`config.mk`:
```
export PLATFORM = sky130hd
export DESIGN_NAME = arc_trip_matrix
export DESIGN_NICKNAME = d
export VERILOG_FILES = /design/src/hw/arc_trip_pkg.sv /design/src/hw/arc_trip_matrix.sv /design/src/hw/pin_sync.sv
export SDC_FILE = /design/constraint.sdc
export NUM_CORES = 1
export LEC_CHECK = 0
export BUFFER_PORTS_ARGS = -buffer_cell sky130_fd_sc_hd__buf_2
export CORE_AREA = 10 10 90 92
export CTS_CLUSTER_SIZE = 20
export DETAILED_ROUTE_END_ITERATION = 8
export DIE_AREA = 0 0 100 102
export GPL_ROUTABILITY_DRIVEN = 0
export PLACE_DENSITY = 0.77
export SYNTH_ARGS = -nofsm -noshare
export SYNTH_HDL_FRONTEND = slang
export SYNTH_SLANG_ARGS = --single-unit
```
`constraint.sdc`:
```
create_clock -name CLK_SYS -period 1.81 [get_ports CLK_SYS]
set_input_delay 0.543 -clock CLK_SYS [delete_from_list [all_inputs] [get_ports CLK_SYS]]
set_output_delay 0.543 -clock CLK_SYS [all_outputs]
set_load 0.005 [all_outputs]
```
`src/hw/arc_trip_pkg.sv`:
```
// constants for the two-zone arc trip decision logic
// assumes one 100 MHz system clock and synchronous reset
package arc_trip_pkg;
  localparam int unsigned SENSOR_COUNT = 4;
  localparam int unsigned SYNC_STAGES  = 2;
  // sensor supervision states
  typedef enum logic [2:0]
  {
    SUP_START = 3'b001,
    SUP_RUN   = 3'b010,
    SUP_FAULT = 3'b100
  } sup_state_e;
  localparam logic [1:0] LATCH_RESET_VALUE = 2'h0;
  localparam logic       SF_RESET_VALUE    = 1'b0;
  // supervision heartbeat must toggle within this time
  localparam int unsigned HEARTBEAT_TIMEOUT_US = 10;
  localparam int unsigned CLK_MHZ              = 100;
  localparam int unsigned HEARTBEAT_CYCLES     = HEARTBEAT_TIMEOUT_US * CLK_MHZ;
  // startup settling time before supervision may alarm
  localparam int unsigned SETTLE_CYCLES        = 16;
endpackage

```
`src/hw/arc_trip_matrix.sv`:
```
// trip decision matrix of a two-zone arc flash protection unit
// assumes all pin inputs are asynchronous and already level-shifted
`timescale 1ns/10ps
`default_nettype none
// Function
// - sensors 1 and 2 trip zone 1
// - sensors 3 and 4 trip zone 2
// - mode off: combined output follows zone 1
// - mode on: combined output follows zone 2
// - link switch: any sensor trips both zones
// - overlap switch: sensor 2/3 trips both
// - overcurrent mode needs overcurrent flag too
// - reset input clears trip state
// - separate supervision checks logic and voltage
// - failed component's activations are ignored
// - fault relay energized only when voltage good
// - wrong sensor count drops fault relay
// - energized relay: NC closed, NO open
module arc_trip_matrix
  import arc_trip_pkg::*;
(
  input  wire logic                    CLK_SYS,
  input  wire logic                    RESET,
  input  wire logic                    CE,
  input  wire logic [SENSOR_COUNT-1:0] LIGHT_SENSOR,
  input  wire logic [SENSOR_COUNT-1:0] SENSOR_PRESENT,
  input  wire logic [SENSOR_COUNT-1:0] EXPECTED_SENSORS,
  input  wire logic                    TRIP_OUT_MODE_SWITCH,
  input  wire logic                    TRIP_LINK_SWITCH,
  input  wire logic                    ZONE_OVERLAP_SWITCH,
  input  wire logic                    OVERCURRENT_MODE,
  input  wire logic                    OVERCURRENT_FLAG,
  input  wire logic                    EXT_RESET,
  input  wire logic                    EXT_BLOCK,
  input  wire logic                    VOLTAGE_OK,
  input  wire logic                    SUP_HEARTBEAT,
  output var  logic                    ZONE1_TRIP,
  output var  logic                    ZONE2_TRIP,
  output var  logic                    TRIP_OUT,
  output var  logic                    SERVICE_FAULT_RELAY,
  output var  logic                    SF_NC_CLOSED,
  output var  logic                    SF_NO_CLOSED,
  output var  logic [SENSOR_COUNT-1:0] SENSOR_FAILED
);
  import arc_trip_pkg::*;

  // ------------------------------------------------------------
  // pin synchronisers
  // ------------------------------------------------------------
  localparam int unsigned PIN_COUNT = 3 * SENSOR_COUNT + 9;
  logic [PIN_COUNT-1:0] raw_pins;
  logic [PIN_COUNT-1:0] pins;
  assign raw_pins = {LIGHT_SENSOR, SENSOR_PRESENT, EXPECTED_SENSORS,
                     TRIP_OUT_MODE_SWITCH, TRIP_LINK_SWITCH, ZONE_OVERLAP_SWITCH,
                     OVERCURRENT_MODE, OVERCURRENT_FLAG, EXT_RESET, EXT_BLOCK,
                     VOLTAGE_OK, SUP_HEARTBEAT};
  genvar gi;
  generate
    for (gi = 0; gi < PIN_COUNT; gi++)
    begin : g_sync
      pin_sync u_sync
      (
        .clk   (CLK_SYS),
        .rst   (RESET),
        .ce    (CE),
        .pin   (raw_pins[gi]),
        .level (pins[gi])
      );
    end
  endgenerate

  logic [SENSOR_COUNT-1:0] light;
  logic [SENSOR_COUNT-1:0] present;
  logic [SENSOR_COUNT-1:0] expected;
  logic mode_sw;
  logic link_sw;
  logic overlap_sw;
  logic oc_mode;
  logic oc_flag;
  logic ext_reset;
  logic ext_block;
  logic volt_ok;
  logic heartbeat;
  assign {light, present, expected, mode_sw, link_sw, overlap_sw,
          oc_mode, oc_flag, ext_reset, ext_block, volt_ok, heartbeat} = pins;

  // ------------------------------------------------------------
  // supervision
  // ------------------------------------------------------------
  // heartbeat from the separate supervisor must keep toggling
  localparam int unsigned HB_W = $clog2(HEARTBEAT_CYCLES + 1);
  localparam int unsigned ST_W = $clog2(SETTLE_CYCLES + 1);
  logic [HB_W-1:0] hb_count;
  logic            hb_last;
  logic            hb_lost;
  logic [ST_W-1:0] settle_count;
  sup_state_e      sup_state;
  sup_state_e      next_sup_state;
  logic            count_bad;
  logic            sup_ok;

  always_ff @(posedge CLK_SYS)
  begin
    if (RESET)
    begin
      hb_last  <= 1'b0;
      hb_count <= '0;
      hb_lost  <= 1'b0;
    end
    else if (CE)
    begin
      hb_last <= heartbeat;
      if (heartbeat != hb_last)
      begin
        hb_count <= '0;
      end
      else if (hb_count == HB_W'(HEARTBEAT_CYCLES))
      begin
        hb_lost <= 1'b1;
      end
      else
      begin
        hb_count <= hb_count + HB_W'(1);
      end
    end
  end

  assign count_bad = ($countones(present) != $countones(expected));

  always_comb
  begin
    next_sup_state = sup_state;
    case (sup_state)
      SUP_START:
      begin
        if (settle_count == ST_W'(SETTLE_CYCLES))
        begin
          next_sup_state = SUP_RUN;
        end
      end
      SUP_RUN:
      begin
        if (hb_lost)
        begin
          next_sup_state = SUP_FAULT;
        end
      end
      SUP_FAULT:
      begin
        next_sup_state = SUP_FAULT;
      end
      default:
      begin
        next_sup_state = SUP_FAULT;
      end
    endcase
  end

  always_ff @(posedge CLK_SYS)
  begin
    if (RESET)
    begin
      sup_state    <= SUP_START;
      settle_count <= '0;
    end
    else if (CE)
    begin
      sup_state <= next_sup_state;
      if (sup_state == SUP_START)
      begin
        settle_count <= settle_count + ST_W'(1);
      end
    end
  end

  always_ff @(posedge CLK_SYS)
  begin
    if (RESET)
    begin
      SENSOR_FAILED <= '0;
    end
    else if (CE && sup_state == SUP_RUN)
    begin
      SENSOR_FAILED <= SENSOR_FAILED | (expected & ~present);
    end
  end

  assign sup_ok = (sup_state == SUP_RUN) && !count_bad && volt_ok;

  // relay held energized only while healthy
  // sensor count fault drops the relay
  // energized relay closes NC path, opens NO path
  always_ff @(posedge CLK_SYS)
  begin
    if (RESET)
    begin
      SERVICE_FAULT_RELAY <= SF_RESET_VALUE;
      SF_NC_CLOSED        <= SF_RESET_VALUE;
      SF_NO_CLOSED        <= ~SF_RESET_VALUE;
    end
    else if (CE)
    begin
      SERVICE_FAULT_RELAY <= sup_ok;
      SF_NC_CLOSED        <= sup_ok;
      SF_NO_CLOSED        <= ~sup_ok;
    end
  end

  // ------------------------------------------------------------
  // trip matrix
  // ------------------------------------------------------------
  logic [SENSOR_COUNT-1:0] active;
  logic zone1_light;
  logic zone2_light;
  logic any_light;
  logic overlap_light;
  logic oc_qualify;
  logic next_zone1_set;
  logic next_zone2_set;
  logic [1:0] trip_latch;

  assign active        = light & ~SENSOR_FAILED;
  assign zone1_light   = active[0] | active[1];
  assign zone2_light   = active[2] | active[3];
  assign any_light     = zone1_light | zone2_light;
  assign overlap_light = active[1] | active[2];
  assign oc_qualify    = !oc_mode || oc_flag;

  // overlap switch on sensors 2 and 3
  always_comb
  begin
    next_zone1_set = zone1_light;
    next_zone2_set = zone2_light;
    if (link_sw)
    begin
      next_zone1_set = any_light;
      next_zone2_set = any_light;
    end
    if (overlap_sw && overlap_light)
    begin
      next_zone1_set = 1'b1;
      next_zone2_set = 1'b1;
    end
    next_zone1_set = next_zone1_set && oc_qualify;
    next_zone2_set = next_zone2_set && oc_qualify;
  end

  // reset input clears, a new activation wins
  always_ff @(posedge CLK_SYS)
  begin
    if (RESET)
    begin
      trip_latch <= LATCH_RESET_VALUE;
    end
    else if (CE)
    begin
      if (ext_reset)
      begin
        trip_latch <= {next_zone2_set, next_zone1_set};
      end
      else
      begin
        trip_latch <= trip_latch | {next_zone2_set, next_zone1_set};
      end
    end
  end

  always_ff @(posedge CLK_SYS)
  begin
    if (RESET)
    begin
      ZONE1_TRIP <= 1'b0;
      ZONE2_TRIP <= 1'b0;
      TRIP_OUT   <= 1'b0;
    end
    else if (CE)
    begin
      ZONE1_TRIP <= trip_latch[0] && !ext_block;
      ZONE2_TRIP <= trip_latch[1] && !ext_block;
      TRIP_OUT   <= (mode_sw ? trip_latch[1] : trip_latch[0]) && !ext_block;
    end
  end

  // ------------------------------------------------------------
  // assertions
  // ------------------------------------------------------------
  zone1_follow_a: assert property (@(posedge CLK_SYS) disable iff (RESET)
    CE && $past(CE) |-> ZONE1_TRIP == ($past(trip_latch[0]) && !$past(ext_block)))
    else $error("zone 1 output mismatch");
  zone2_follow_a: assert property (@(posedge CLK_SYS) disable iff (RESET)
    CE && $past(CE) |-> ZONE2_TRIP == ($past(trip_latch[1]) && !$past(ext_block)))
    else $error("zone 2 output mismatch");
  mode_off_a: assert property (@(posedge CLK_SYS) disable iff (RESET)
    CE && $past(CE) && !$past(mode_sw) |-> TRIP_OUT == ZONE1_TRIP)
    else $error("combined output not zone 1");
  mode_on_a: assert property (@(posedge CLK_SYS) disable iff (RESET)
    CE && $past(CE) && $past(mode_sw) |-> TRIP_OUT == ZONE2_TRIP)
    else $error("combined output not zone 2");
  link_both_a: assert property (@(posedge CLK_SYS) disable iff (RESET)
    CE && link_sw && any_light && oc_qualify ##1 CE |-> trip_latch == 2'h3)
    else $error("linked zones not both tripped");
  overlap_both_a: assert property (@(posedge CLK_SYS) disable iff (RESET)
    CE && overlap_sw && overlap_light && oc_qualify ##1 CE |-> trip_latch == 2'h3)
    else $error("overlap did not trip both");
  oc_gate_a: assert property (@(posedge CLK_SYS) disable iff (RESET)
    CE && ext_reset && oc_mode && !oc_flag ##1 CE |-> trip_latch == 2'h0)
    else $error("trip without overcurrent flag");
  latch_hold_a: assert property (@(posedge CLK_SYS) disable iff (RESET)
    CE && !ext_reset && trip_latch[0] ##1 CE |-> trip_latch[0])
    else $error("zone latch dropped without reset");
  block_sup_a: assert property (@(posedge CLK_SYS) disable iff (RESET)
    CE && ext_block ##1 CE |-> !ZONE1_TRIP && !ZONE2_TRIP && !TRIP_OUT)
    else $error("trip while blocked");
  relay_good_a: assert property (@(posedge CLK_SYS) disable iff (RESET)
    CE && !volt_ok ##1 CE |-> !SERVICE_FAULT_RELAY && SF_NO_CLOSED)
    else $error("relay energized without voltage");
  relay_count_a: assert property (@(posedge CLK_SYS) disable iff (RESET)
    CE && count_bad ##1 CE |-> !SERVICE_FAULT_RELAY)
    else $error("relay energized with bad sensor count");
  relay_path_a: assert property (@(posedge CLK_SYS) disable iff (RESET)
    SF_NC_CLOSED == SERVICE_FAULT_RELAY && SF_NO_CLOSED != SERVICE_FAULT_RELAY)
    else $error("relay contact paths inconsistent");
  failed_mask_a: assert property (@(posedge CLK_SYS) disable iff (RESET)
    (active & SENSOR_FAILED) == '0)
    else $error("failed sensor still active");
  heartbeat_a: assert property (@(posedge CLK_SYS) disable iff (RESET)
    CE && hb_lost && sup_state == SUP_RUN ##1 CE |-> sup_state == SUP_FAULT)
    else $error("lost heartbeat not flagged");
endmodule
`default_nettype wire

```
`src/hw/pin_sync.sv`:
```
// two-stage synchroniser for one asynchronous pin
// assumes the pin may change at any time relative to clk
`timescale 1ns/10ps
`default_nettype none
module pin_sync
(
  input  wire logic clk,
  input  wire logic rst,
  input  wire logic ce,
  input  wire logic pin,
  output var  logic level
);
  logic stage1;
  always_ff @(posedge clk)
  begin
    if (rst)
    begin
      stage1 <= 1'b0;
      level  <= 1'b0;
    end
    else if (ce)
    begin
      stage1 <= pin;
      level  <= stage1;
    end
  end
endmodule
`default_nettype wire
```
# --- Word-level counts from Yosys, hierarchy flattened ---
# Cells that the tools add are included.
totals:
  word_cells: 111
  output_inout_bits: 10
  register_bits: 73
classes:
  n_bitwise: 12
  eq_ne: 9
  add_sub_neg: 8
  n_reduce_logical: 17
  n_mux: 11
ops:
  columns: ["cell", "n"]
  rows:
  - ["$mux 10", 2]
  - ["$add 10x1->10 const B", 1]
  - ["$eq 10x10->1 const B", 1]
  - ["$logic_and 1x1->1", 9]
  - ["$add 1x1->2", 4]
  - ["$and 4x4->4", 2]
  - ["$not 4->4", 2]
  - ["$add 2x2->3", 2]
  - ["$mux 3", 2]
  - ["$ne 2x2->1 const B", 3]
  - ["$pmux 3 s2", 1]
  - ["$reduce_and 3->1", 2]
  - ["$add 5x1->5 const B", 1]
  - ["$eq 5x5->1 const B", 1]
  - ["$mux 1", 5]
  - ["$or 1x1->1", 4]
  - ["$or 4x4->4", 1]
  - ["$reduce_and 2->1", 2]
  - ["$eq 3x1->1 const B", 1]
  - ["$eq 3x2->1 const B", 1]
  - ["$logic_not 1->1", 3]
  - ["$ne 3x3->1", 1]
  - ["$mux 2", 1]
  - ["$not 1->1", 2]
  - ["other kinds (3)", 3]

# --- Longest topological paths before layout ---
logic_depth:
  word_depth: 9
  depth_mapped: 9
  mapped_depth_nobuf: 9

# --- By module ---
# From an unflattened synthesis, not the netlist that was laid out.
unflattened:
  hier_cells: 311
  hier_area_um2: 3019.1
modules_own_cells:
  columns: ["mod", "instances", "seq_area_each_um2", "area_per_inst_um2", "cells_per_inst"]
  rows:
  - ["arc_trip_matrix", 1, 620.6, 1600.3, 185]
  - ["pin_sync", 21, 40.0, 67.6, 6]

# --- Worst setup path after synthesis ---
# No wires, ideal clock.
synth_path:
  path_kind: "register -> register"
  from: "reg g_sync[9].u_sync.level"
  to: "reg SF_NO_CLOSED"
  t_required_ns: 1.696
  slack_ns: -0.186
  arrival_ns: 1.882
  path_stages_with_launch: 10
  period_less_slack_ns: 1.996
  path_buffers: 0
  cell_sequence: "dfxtp_1 -> inv_1 -> fa_1 -> inv_1 -> ha_1 -> ha_1 -> xor2_1 -> nor2_1 -> nand4_1 -> a21o_1"
synth_via:
  elab_chain_cells: 7
synth_rtl:
  columns: ["element", "line", "text"]
  rows:
  - ["from (decl)", "pin_sync.sv:11", "output var logic level"]
  - ["from (signal assigned)", "pin_sync.sv:24", "level <= stage1;"]
  - ["$add 1x1->2 (not written as such)", "arc_trip_matrix.sv:128", "assign count_bad = ($countones(present) != $countones(expected));"]
  - ["$add 2x2->3 (not written as such)", "arc_trip_matrix.sv:128", null]
  - ["$ne 3x3->1", "arc_trip_matrix.sv:128", null]
  - ["$logic_not 1->1", "arc_trip_matrix.sv:188", "assign sup_ok = (sup_state == SUP_RUN) && !count_bad && volt_ok;"]
  - ["$logic_and 1x1->1 (2 in series)", "arc_trip_matrix.sv:188", null]
  - ["$not 1->1", "arc_trip_matrix.sv:205", "SF_NO_CLOSED <= ~sup_ok;"]
  - ["to (signal assigned)", "arc_trip_matrix.sv:199", "SF_NO_CLOSED <= ~SF_RESET_VALUE;"]
  - ["to (signal assigned)", "arc_trip_matrix.sv:205", null]
  - ["to (decl)", "arc_trip_matrix.sv:42", "output var logic SF_NO_CLOSED,"]
# Every way passes these cells.
# A chain may end at the register's enable or synchronous reset.

# --- Final worst setup path ---
layout_path:
  from: "reg g_sync[14].u_sync.level"
  to: "reg SF_NO_CLOSED"
layout_via:
  elab_chain_cells: 7
layout_rtl:
  columns: ["element", "line"]
  rows:
  - ["from (decl)", "pin_sync.sv:11"]
  - ["from (signal assigned)", "pin_sync.sv:24"]
  - ["$add 1x1->2 (not written as such)", "arc_trip_matrix.sv:128"]
  - ["$add 2x2->3 (not written as such)", "arc_trip_matrix.sv:128"]
  - ["$ne 3x3->1", "arc_trip_matrix.sv:128"]
  - ["$logic_not 1->1", "arc_trip_matrix.sv:188"]
  - ["$logic_and 1x1->1 (2 in series)", "arc_trip_matrix.sv:188"]
  - ["$not 1->1", "arc_trip_matrix.sv:205"]
# Every way passes these cells.

==> flow_summary.ini <==
[outcome]
status = finished, violations left
failed_checks = negative setup slack

[final_layout]
regArea_um2 = 1469
finalInstanceArea_um2 = 3562
syn_to_final_growth_pct = 16.82
final_nets = 388
multi_input_area_um2 = 1459
drive_gt1_share_pct = 21.51
fin_util_pct = 56.75
finalNonFillerCells = 435
nFillCells = 544
diodes = 0

[timing]
tns_ns = -0.2044
slew_headroom_pct = 69.60
tightest_slew_ns = 0.4560
min_period_ns = 1.959
finalHoldViolCount = 0
fmax_mhz = 510.5
fin_crit_sh_pct = 108.2
drv_slew = 0
layout_setup_ws_ns = -0.1490
rsz0062_at_grt = true
setup_viol = 2
final.setup_skew_ns = 0.007089
whs_ns = 0.4272

[route]
drtIter0Drc = 139
drc = 0
wl_per_cell_um = 12.97
ant_nets = 0
via_per_inst = 5.041
wl_um = 5642
drt_pre_antenna_iters = 4
vias = 2193

[die]
rows = 29
io_pins = 34
die-area_um2 = 10200
core_area_um2 = 6277
die_y_um = 102
start_util_pct = 48.57
die_w_um = 100

[clock_network]
insertion_delay_ns = 0.35
cts_tree = yes
cts_buffers = 9
clock_path_buffers = 2
cts.sinks = 73
clkTransAtPathRegs_ns = 0.08
cts_hold_buf = 0
root_buffer = clkbuf_8
htreeDepth = 3

[yosys]
synthesis.area_um2 = 3049
synth_ff_type = dfxtp_1
ys_types = 42
yosysWarnings = 0
ys_ff_latch = 73
synthTopCellsByArea = dfxtp_1 (48%), mux2i_1 (15%), nor2_1 (8.1%)
synth_nets = 351
yosysTopAreaCell = dfxtp_1
avgSynthCellArea_um2 = 9.619
netlist.area_leader.share_pct = 47.93
synth_edf_count = 0
ys_seq_area_share_pct = 47.93
postSynth.asyncResetShare_pct = 0
synthCells = 317

[grt]
grt.total_usage_pct = 11.51
grt_pass1_vias = 2180
grt_pass1_wl_um = 9597
antenna_found_initial = 0
grt_remaining_overflow = 0
grt_max_degree = 44

[worst_setup_path]
cp_top_family = adder cells
r2r-end = SF_NO_CLOSED$_SDFFE_PP1P_
startpoint_type = register
cpPeakStageDelay_ns = 0.52
r2r_slack_ns = -0.15
crit_buf_inv = 2
cp.depth = 9
r2r_cells = 9
crit_chain = inv_2, fa_1, inv_1, ha_2, ha_4, xor2_1, nor2_1, nand4_1, a21o_1
required_ns = 2.06
path_class = register to register
arrival_ns = 2.21
critPathSlowestCell = fa_1
cp_max_fo = 2
r2r_start = g_sync[14].u_sync.level$_SDFFE_PP0P_
cp-end-kind = register

[hold_path]
min_path_cells = 3
hp-start = VOLTAGE_OK
hold_path_end = g_sync[1].u_sync.stage1$_SDFFE_PP0P_
hold_path.class = input port to register

[pwr]
vdd_drop_max_v = 0.0008201
power_density_nw_per_um2 = 926.4
power_mw = 3.300
leakagePower_nw = 1.554

[placed_design]
dp.final_hpwl_um = 4056
pre_cts_slack_ns = -0.1807
place_area_um2 = 3333
io_buffers = 33
dp.cells = 418

[job]
maxCapViolCount = 0
registers in the layout, indices dropped and copies added (netlist names), 2 cells and up:
name,count
g_sync.u_sync.level,21
g_sync.u_sync.stage1,21
hb_count,10
settle_count,5
SENSOR_FAILED,4
sup_state,3
trip_latch,2
power breakdown:
| group | total, mW | internal, mW | leakage, nW | switching, mW |
|---|---|---|---|---|
| clock | 1.36 | 0.769 | 0.102 | 0.587 |
| sequential | 1.70 | 1.66 | 0.598 | 0.0369 |
| combinational | 0.245 | 0.119 | 0.854 | 0.126 |
| total | 3.30 | 2.55 | 1.55 | 0.750 |
worst reg2reg max path, stage by stage (launching register included):
cell     delay [ns]
dfxtp_2        0.33
inv_2          0.04
fa_1           0.52
inv_1          0.05
ha_2           0.17
ha_4           0.21
xor2_1         0.15
nor2_1         0.08
nand4_1        0.12
a21o_1         0.20
Yosys cell counts (4+ instances only):
| cell | count |
|---|---|
| dfxtp_1 | 73 |
| xnor2_1 | 5 |
| nand2b_1 | 6 |
| o21ai_0 | 4 |
| nor3_1 | 4 |
| clkbuf_1 | 5 |
| nor2_1 | 66 |
| nand2_1 | 11 |
| a21oi_1 | 12 |
| ha_1 | 8 |
| mux2i_1 | 45 |
| buf_2 | 7 |
| nand4_1 | 5 |
| xor2_1 | 8 |
| inv_1 | 19 |
| a31oi_1 | 5 |
layout make-up:
class,instances,share of cell area [%]
repair buffers,42,7.236
multi-input cells,209,40.96
well taps,77,2.705
clock buffers,10,3.583
inverters,19,2.002
clock inverters,5,2.283
flip-flops and latches,73,41.24
kinds of logic after synthesis:
family          after synthesis  share of synthesized area [%]
compound gates               32                          6.771
xor+xnor                     14                          4.268
fa+ha+maj                    10                          4.596
buf+inv                      35                          5.211
flops                        73                          47.93
mux                          45                          14.77
simple gates                108                          16.45
what timing repair did:
item / CTS / global route
pin swaps: 8 / 2
endpoints found under the setup margin: 2 / 2
resized for setup: 4 / 2
setup buffers: 1 / 1
cells in the final DEF, fill, tap and decap left out, types with 2 or more instances in the layout:
master,instances
mux2i_1,45
nand2_1,11
clkbuf_8,9
a21o_1,2
a221oi_1,2
nand2b_1,6
buf_2,33
nand3_1,2
buf_4,7
nand4_1,5
o31ai_1,2
xor2_1,8
or3_1,2
a31oi_1,5
xnor2_1,5
inv_2,4
inv_1,15
ha_2,2
buf_12,2
o21ai_0,4
bufinv_16,2
or2_2,2
a21oi_1,12
dfxtp_2,6
ha_1,4
nand3b_1,2
ha_4,2
fa_1,2
nor3_1,4
nor2_1,66
dfxtp_1,67
routing by layer:
metal / wire, um / up-vias / global-route usage (%)
met3: 326 / 8 / 5.331
li1: - / 1138 / -
met5: 0 / - / 0
met4: 74 / 0 / 3.913
met1: 2555 / 1004 / 12.85
met2: 2686 / 43 / 19.06
worst max-delay path by stage:
stage	from	slack [ns]	to
2_1_floorplan	g_sync[9].u_sync.level$_SDFFE_PP0P_	-0.12	SF_NO_CLOSED$_SDFFE_PP1P_
3_3_place_gp	g_sync[9].u_sync.level$_SDFFE_PP0P_	-0.15	SF_NO_CLOSED$_SDFFE_PP1P_
3_5_place_dp	g_sync[9].u_sync.level$_SDFFE_PP0P_	-0.18	SF_NO_CLOSED$_SDFFE_PP1P_
4_1_cts	g_sync[14].u_sync.level$_SDFFE_PP0P_	-0.15	SF_NO_CLOSED$_SDFFE_PP1P_
5_1_grt	g_sync[12].u_sync.level$_SDFFE_PP0P_	-0.21	SF_NO_CLOSED$_SDFFE_PP1P_
6_report	g_sync[14].u_sync.level$_SDFFE_PP0P_	-0.15	SF_NO_CLOSED$_SDFFE_PP1P_
No activity file was read; power rests on OpenSTA's default activity.
